$ cat config.mk
export PLATFORM = sky130hd
export DESIGN_NAME = adc_mode_and_trim_regs
export DESIGN_NICKNAME = d
export VERILOG_FILES = /design/src/verilog/adc_mode_and_trim_regs.v /design/src/verilog/trim_code_decode.v
export VERILOG_INCLUDE_DIRS = /design/src /design/src/shared
export SDC_FILE = /design/constraint.sdc
export NUM_CORES = 1
export LEC_CHECK = 0
export ABC_AREA = 1
export BUFFER_PORTS_ARGS = -buffer_cell sky130_fd_sc_hd__buf_4
export CORE_AREA = 2 2 101 83
export CTS_BUF_LIST = sky130_fd_sc_hd__clkbuf_4
export CTS_CLUSTER_DIAMETER = 60
export DETAILED_ROUTE_END_ITERATION = 7
export DIE_AREA = 0 0 103 85
export PLACE_DENSITY = 0.81
export SLEW_MARGIN = 20
export SYNTH_ARGS = -nofsm -noshare
export SYNTH_HDL_FRONTEND = slang
export SYNTH_SLANG_ARGS = --single-unit
export TNS_END_PERCENT = 1
$ cat constraint.sdc
create_clock -name clk -period 2.1 [get_ports clk]
set_input_delay 0 -clock clk [delete_from_list [all_inputs] [get_ports clk]]
set_output_delay 0 -clock clk [all_outputs]
set_load 0.03 [all_outputs]
$ cat src/shared/adc_mode_trim_defs.vh
// Purpose: Offsets, field positions, reset values and port framing for the
//          converter mode and trim register bank.
// Assumes: Serial control port with a 16-bit header and 8-bit data words.
// Notes:   Definitions only.
`ifndef ADC_MODE_TRIM_DEFS_VH
`define ADC_MODE_TRIM_DEFS_VH

// Register offsets on the serial control port.
`define OFS_OUTPUT_FORMAT_SYSREF  15'h0012
`define OFS_SAMPLE_CLOCK_DIVIDE   15'h0013
`define OFS_CHAN_A_BALANCE_TRIM   15'h0014

// Reset values.
`define RST_OUTPUT_FORMAT_SYSREF  8'h81
`define RST_SAMPLE_CLOCK_DIVIDE   8'h80
`define RST_CHAN_A_BALANCE_TRIM   8'h00
`define RST_UNMAPPED_READ         8'h00

// Field positions in the output format and SYSREF register.
`define FLD_SAMPLE_FORMAT         7
`define FLD_SYSREF_IDLE_HI        4
`define FLD_SYSREF_IDLE_LO        3
`define FLD_SYSREF_GATE           2

// Field positions in the sample clock divide register.
`define FLD_CLOCK_DIVIDE_HI       4
`define FLD_CLOCK_DIVIDE_LO       3

// Field positions in the channel A balance trim register.
`define FLD_AMP_TRIM_HI           6
`define FLD_AMP_TRIM_LO           4
`define FLD_PHASE_TRIM_HI         3
`define FLD_PHASE_TRIM_LO         0

// SYSREF idle offset encodings.
`define SYSREF_IDLE_NONE          2'h0
`define SYSREF_IDLE_LOW           2'h1
`define SYSREF_IDLE_HIGH          2'h2

// Serial frame lengths in SCLK bits.
`define HEADER_BITS               5'h10
`define DATA_BITS                 4'h8

`endif

$ cat src/verilog/adc_mode_and_trim_regs.v
// Purpose: Mode and trim register bank of a dual-channel converter,
//          reached through the four-wire serial control port.
// Assumes: csb, sclk and sdi are synchronous to clk and sclk is slower
//          than clk/2; stream_address_up comes from the port setup
//          register that lives outside this bank.
// Notes:   Frame is R/W bit (1 = read), 15 address bits, then data bytes
//          while csb stays low; sdi is taken on sclk rising, sdo moves
//          on sclk falling.
// What this block does
// - Bit 7 of the format register selects offset binary or two's complement.
// - Bits 4:3 choose no SYSREF offset, idle-low -400mV or idle-high +400mV.
// - Gate enable bit 2 low ignores SYSREF; high passes its edges to detection.
// - Divide register bits 4:3 select input clock divide by 1, 2, 4, 8.
// - Divide register resets with bits 7:5 at 100 and bits 2:0 at 000.
// - Amplitude trim codes shift termination by 10 ohm steps; 4 reserved.
// - Phase trim codes add 0.24 pF steps to positive or negative input.
// - Streaming addresses count up when the up bit is 1, else down.
`timescale 1ns/1ps
`default_nettype none
`include "adc_mode_trim_defs.vh"

module adc_mode_and_trim_regs (
  input  wire       clk,
  input  wire       rst_b,
  input  wire       csb,
  input  wire       sclk,
  input  wire       sdi,
  output wire       sdo,
  output wire       sdo_oe,
  input  wire       stream_address_up,
  input  wire       sysref_in,
  output wire       sample_format_select,
  output reg        sysref_bias_low,
  output reg        sysref_bias_high,
  output wire       sysref_gate_enable,
  output wire       sysref_gated,
  output wire [1:0] sample_clock_divide,
  output reg  [3:0] clock_divide_ratio,
  output wire [2:0] chan_a_amplitude_trim,
  output wire [3:0] chan_a_phase_trim,
  output wire [1:0] amp_trim_steps,
  output wire       amp_trim_pos_up,
  output wire       amp_trim_reserved,
  output wire [2:0] phase_trim_steps,
  output wire       phase_trim_on_neg
);

  localparam [2:0] ST_IDLE   = 3'b001;
  localparam [2:0] ST_HEADER = 3'b010;
  localparam [2:0] ST_DATA   = 3'b100;

  reg  [7:0]  output_format_sysref_config;
  reg  [7:0]  sample_clock_divide_config;
  reg  [7:0]  channel_a_input_balance_trim;
  reg  [2:0]  state;
  reg         sclk_q;
  reg  [4:0]  hdr_cnt;
  reg  [3:0]  data_cnt;
  reg  [15:0] hdr_shift;
  reg         rd_op;
  reg  [14:0] addr;
  reg  [7:0]  wr_shift;
  reg  [7:0]  rd_shift;
  wire        sclk_rise;
  wire        sclk_fall;
  wire [7:0]  next_wr_byte;
  wire [15:0] next_header;

  // Returns the byte held at a register address, zero where unmapped.
  function [7:0] read_mux;
    input [14:0] a;
    begin
      case (a)
        `OFS_OUTPUT_FORMAT_SYSREF: read_mux = output_format_sysref_config;
        `OFS_SAMPLE_CLOCK_DIVIDE:  read_mux = sample_clock_divide_config;
        `OFS_CHAN_A_BALANCE_TRIM:  read_mux = channel_a_input_balance_trim;
        default:                   read_mux = `RST_UNMAPPED_READ;
      endcase
    end
  endfunction

  // Edge detection on the serial clock, taken as a synchronous input.
  assign sclk_rise    = sclk & ~sclk_q;
  assign sclk_fall    = ~sclk & sclk_q;
  assign next_wr_byte = {wr_shift[6:0], sdi};
  assign next_header  = {hdr_shift[14:0], sdi};

  // Serial frame sequencer: header collection, then streamed data bytes.
  always @(posedge clk) begin
    if (!rst_b) begin
      state     <= ST_IDLE;
      sclk_q    <= 1'b0;
      hdr_cnt   <= 5'h0;
      data_cnt  <= 4'h0;
      hdr_shift <= 16'h0000;
      rd_op     <= 1'b0;
      addr      <= 15'h0000;
      wr_shift  <= 8'h00;
    end else begin
      sclk_q <= sclk;
      if (csb) begin
        state    <= ST_IDLE;
        hdr_cnt  <= 5'h0;
        data_cnt <= 4'h0;
      end else begin
        case (state)
          ST_IDLE: begin
            state   <= ST_HEADER;
            hdr_cnt <= 5'h0;
            if (sclk_rise) begin
              hdr_shift <= next_header;
              hdr_cnt   <= 5'h1;
            end
          end
          ST_HEADER: begin
            if (sclk_rise) begin
              hdr_shift <= next_header;
              if (hdr_cnt == `HEADER_BITS - 5'h1) begin
                state    <= ST_DATA;
                rd_op    <= next_header[15];
                addr     <= next_header[14:0];
                data_cnt <= 4'h0;
              end else begin
                hdr_cnt <= hdr_cnt + 5'h1;
              end
            end
          end
          ST_DATA: begin
            if (sclk_rise) begin
              wr_shift <= next_wr_byte;
              if (data_cnt == `DATA_BITS - 4'h1) begin
                data_cnt <= 4'h0;
                if (stream_address_up) begin
                  addr <= addr + 15'h0001;
                end else begin
                  addr <= addr - 15'h0001;
                end
              end else begin
                data_cnt <= data_cnt + 4'h1;
              end
            end
          end
          default: begin
            state <= ST_IDLE;
          end
        endcase
      end
    end
  end

  // Register writes land on the eighth data bit of each byte.
  always @(posedge clk) begin
    if (!rst_b) begin
      output_format_sysref_config  <= `RST_OUTPUT_FORMAT_SYSREF;
      sample_clock_divide_config   <= `RST_SAMPLE_CLOCK_DIVIDE;
      channel_a_input_balance_trim <= `RST_CHAN_A_BALANCE_TRIM;
    end else if (!csb && state == ST_DATA && sclk_rise && !rd_op &&
                 data_cnt == `DATA_BITS - 4'h1) begin
      case (addr)
        `OFS_OUTPUT_FORMAT_SYSREF:
          output_format_sysref_config <= next_wr_byte;
        `OFS_SAMPLE_CLOCK_DIVIDE:
          sample_clock_divide_config <= next_wr_byte;
        `OFS_CHAN_A_BALANCE_TRIM:
          channel_a_input_balance_trim <= next_wr_byte;
        default: begin
        end
      endcase
    end
  end

  // Read shifter: loads a byte on the first falling edge of each byte.
  always @(posedge clk) begin
    if (!rst_b) begin
      rd_shift <= 8'h00;
    end else if (!csb && state == ST_DATA && rd_op && sclk_fall) begin
      if (data_cnt == 4'h0) begin
        rd_shift <= read_mux(addr);
      end else begin
        rd_shift <= {rd_shift[6:0], 1'b0};
      end
    end
  end

  // Serial data out is driven only during the data phase of a read.
  assign sdo    = rd_shift[7];
  assign sdo_oe = ~csb & rd_op & (state == ST_DATA);

  // Field outputs follow the stored registers at once.
  assign sample_format_select =
    output_format_sysref_config[`FLD_SAMPLE_FORMAT];
  assign sysref_gate_enable =
    output_format_sysref_config[`FLD_SYSREF_GATE];
  assign sysref_gated = sysref_in & sysref_gate_enable;
  assign sample_clock_divide =
    sample_clock_divide_config[`FLD_CLOCK_DIVIDE_HI:`FLD_CLOCK_DIVIDE_LO];
  assign chan_a_amplitude_trim =
    channel_a_input_balance_trim[`FLD_AMP_TRIM_HI:`FLD_AMP_TRIM_LO];
  assign chan_a_phase_trim =
    channel_a_input_balance_trim[`FLD_PHASE_TRIM_HI:`FLD_PHASE_TRIM_LO];

  // SYSREF idle bias; the reserved code applies no bias.
  always @* begin
    sysref_bias_low  = 1'b0;
    sysref_bias_high = 1'b0;
    case (output_format_sysref_config[`FLD_SYSREF_IDLE_HI:
                                      `FLD_SYSREF_IDLE_LO])
      `SYSREF_IDLE_LOW:  sysref_bias_low  = 1'b1;
      `SYSREF_IDLE_HIGH: sysref_bias_high = 1'b1;
      default: begin
      end
    endcase
  end

  // Divide ratio as one-hot 1, 2, 4 or 8.
  always @* begin
    case (sample_clock_divide)
      2'h0:    clock_divide_ratio = 4'h1;
      2'h1:    clock_divide_ratio = 4'h2;
      2'h2:    clock_divide_ratio = 4'h4;
      default: clock_divide_ratio = 4'h8;
    endcase
  end

  // Trim code decoding for the channel A input network.
  trim_code_decode u_trim (
    .amp_code     (chan_a_amplitude_trim),
    .phase_code   (chan_a_phase_trim),
    .amp_steps    (amp_trim_steps),
    .amp_pos_up   (amp_trim_pos_up),
    .amp_reserved (amp_trim_reserved),
    .phase_steps  (phase_trim_steps),
    .phase_on_neg (phase_trim_on_neg)
  );

endmodule

`default_nettype wire

$ cat src/verilog/trim_code_decode.v
// Purpose: Turns the channel A amplitude and phase trim codes into
//          direction and step controls for the input network.
// Assumes: Codes come straight from the register bank.
// Notes:   Amplitude steps are 10 ohm, phase steps are 0.24 pF.
`timescale 1ns/1ps
`default_nettype none

module trim_code_decode (
  input  wire [2:0] amp_code,
  input  wire [3:0] phase_code,
  output reg  [1:0] amp_steps,
  output reg        amp_pos_up,
  output reg        amp_reserved,
  output reg  [2:0] phase_steps,
  output reg        phase_on_neg
);

  // Amplitude: 1..3 lower VIN+, 5..7 raise VIN+, 4 reserved, 0 no change.
  always @* begin
    amp_steps    = amp_code[1:0];
    amp_pos_up   = amp_code[2] & (amp_code[1:0] != 2'h0);
    amp_reserved = (amp_code == 3'h4);
    if (amp_reserved) begin
      amp_steps = 2'h0;
    end
  end

  // Phase: 1..7 load VIN+, 8..14 load VIN- with one step more than the
  // low bits. Code 15 holds at seven steps so the 3-bit count never wraps.
  always @* begin
    phase_on_neg = phase_code[3];
    if (phase_code == 4'hf) begin
      phase_steps = 3'h7;
    end else if (phase_code[3]) begin
      phase_steps = phase_code[2:0] + 3'h1;
    end else begin
      phase_steps = phase_code[2:0];
    end
  end

endmodule

`default_nettype wire

==> reports/qor.yml <==
drc: 0
fillerInstances: 670
critPathMaxFanout: 5
p_comb_share_pct: 8.1
rsz0062_at_grt: "yes"
cts_buffers: 9
antenna_found_initial: 0
synth_top_cell_area_share_pct: 34.76
worstHoldPathType: "primary input to flop"
die_w_um: 103
worstPathArrival_ps: 2350
grt_pass1_vias: 4158
fin_setup_tns_ps: 0
gp_congestion: 0.8927
drv_slew: 0
die_h_um: 85
setup_violations: 0
ys_warn_count: 0
vdd_drop_max_mv: 0.5371
fin_hold_ws_ps: 67.83
power-per-cell-area_mw_per_mm2: 536.9
place_inst: 801
synth.avg_cell_area_um2: 7.018
cts_root_buf: "clkbuf_4"
p_int_uw: 2168
fin_nets: 740
dpl_cell_area_mm2: 0.005059
fin_cells: 826
total_leakage_power_uw: 0.002328
cp.required_ps: 2440
ioPinCount: 35
overflow: 0
clock_power_share_pct: 35.6
endpoint_kind: "flop"
cp-start-kind: "flop"
port_buffers: 34
grtUsageTotal_pct: 27.05
clk_latency_ps: 430
outcome: "completed"
grt_start_max_net_pins: 40
cts_max_level: 3
p_total_uw: 2877
relSlewSlack_pct: 65.92
dieArea_mm2: 0.008755
path_class: "flop to flop"
ant_nets: 0
fin_skew_ps: 20.73
insertedDiodeCount: 0
worst_slew_pin_slew_ps: 510.7
core-area_mm2: 0.007765
cts.sinks: 83
drtIter0Drc: 310
ys_seq_area_share_pct: 34.76
seq_power_share_pct: 56.4
maxCapViolCount: 0
drt_first_pass_iters: 5
initial_core_util_pct: 61.55
final_area_mm2: 0.005359
clk_path_buf_depth: 2
synthCells: 681
ys_seq_elements: 83
hpwl_mm: 8.463
num_vias: 4662
cts_tree: "done"
synth_area_leader_cell: "dfxtp_1"
min_period_over_period_pct: 95.61
switching_share_pct: 24.64
syn-num-nets: 707
rows: 29
hold_violations: 0
drt-vias-per-instance: 5.644
syn-cell-area_mm2: 0.004780
switchingPower_uw: 708.9
routed_wirelength_mm: 11.54
drive_gt1_share_pct: 15.18
yosys-top-cells-area: "dfxtp_1 (35%), nand2_1 (9.2%), inv_1 (7.5%), a21oi_1 (7.1%), nor2_1 (5.4%)"
ys_types: 35
clk_pin_slew_worst_paths_ps: 140
area_growth_pct: 12.12
max_freq_mhz: 498.0
grt_pass1_wl_mm: 18.88
wl_per_cell_um: 13.97
period_needed_ps: 2008
stage by stage:
step / setup slack, ps / util [%]
finish: 92.14 / 69.01
global route: -34.96 / 69.01
CTS: 27.20 / 67.90
detailed placement: 91.96 / 65.15
global placement: 218.8 / 65.15
floorplan: 266.6 / -
power by group through the flow:
| stage | Clock (uW) | Sequential (uW) | Combinational (uW) |
|---|---|---|---|
| after global routing | 1100 | 1630 | 261 |
| after global placement | 0 | 1650 | 205 |
| after floorplan | 0 | 1650 | 159 |
| after detailed placement | 0 | 1660 | 212 |
| after CTS | 1030 | 1620 | 222 |
| final | 1020 | 1620 | 232 |
sequential cells by signal, indices dropped and copies added (netlist names):
name and flops:
rd_shift 8, addr 15, sample_clock_divide_config 8, output_format_sysref_config 8, hdr_cnt 5, channel_a_input_balance_trim 8
rd_op 1, sclk_q 1, hdr_shift 15, state 3, wr_shift 7, data_cnt 4
cells by family (layout without fill, tap and decap cells):
group	Yosys count	in the layout	share of synthesized area [%]
AO/OA/AOI/OAI	146	146	17.72
XOR/XNOR	9	9	1.649
adder cells (fa/ha/maj)	19	19	5.131
buffers and inverters	135	172	12.22
flip-flops	83	83	34.76
AND/OR/NAND/NOR	289	289	28.51
timing repair:
| item | CTS | global route |
|---|---|---|
| pin swaps | 0 | 4 |
| hold endpoints to repair | 46 | 0 |
| resized for setup | 4 | 14 |
| hold buffers | 5 | 0 |
| endpoints found under the setup margin | 1 | 17 |
| setup buffers | 0 | 4 |
| cloned | 0 | 1 |
layout by cell type, fill, tap and decap left out, types with 5 or more instances in the layout:
cell type        n
nand3_1         49
o21ai_0         44
nand2_1        116
a211oi_1        17
clkbuf_4        10
inv_1           95
dlygate4sd3_1    5
xor2_1           5
nand4_1         29
nor3_1           5
dfxtp_1         81
ha_1            16
nor2_1          66
a211oi_2         8
a21oi_1         66
buf_4           49
final timing paths:
path / end / startpoint / cells past startpoint / slack [ps]
setup / recovery: addr[5] / hdr_cnt[0] / 14 / 90
hold / removal: addr[14] / stream_address_up / 6 / 70
setup reg to reg: addr[5] / hdr_cnt[0] / 14 / 90
hold reg to reg: rd_shift[0] / rd_shift[0] / 2 / 480
critical path, stage by stage, from the launching register on:
cell and delay, ps:
dfxtp_2 390, ha_4 140, inv_1 50, nor3_2 180, ha_2 190, inv_1 40, nor2_2 120, nor2_2 70
nor2_2 150, nand2_4 90, buf_6 150, a21oi_2 100, o21ai_1 90, nand2_1 90, inv_1 40
cell usage after synthesis (all sizes together):
cell type	number
ha	18
o211ai	4
a211oi	25
nor3	13
nand3	52
nand2	119
xnor2	4
inv	99
clkbuf	11
dfxtp	83
nand4	29
fa	1
or2	3
xor2	5
o21ai	47
a21oi	68
clkinv	1
nor2	73
a21o	1
buf	24
a31oi	1
layer usage:
metal,share of wire (%),up-vias,global-route usage (%)
met5,0,-,0
met4,0.88,0,6.340
met3,7.0,13,6.672
met2,46,168,42.68
met1,46,2164,37.47
li1,-,2317,-
final cells by class:
cell class	count	area (um2)	share of cell area (%)
Clock inverter	5	78.83	1.471
Inverter	100	379.1	7.074
Tap cell	108	135.1	2.522
Clock buffer	10	75.07	1.401
Sequential cell	83	1664	31.05
Timing Repair Buffer	57	445.4	8.312
Multi-Input combinational cell	463	2581	48.17
(Power assumes the default switching activity.)
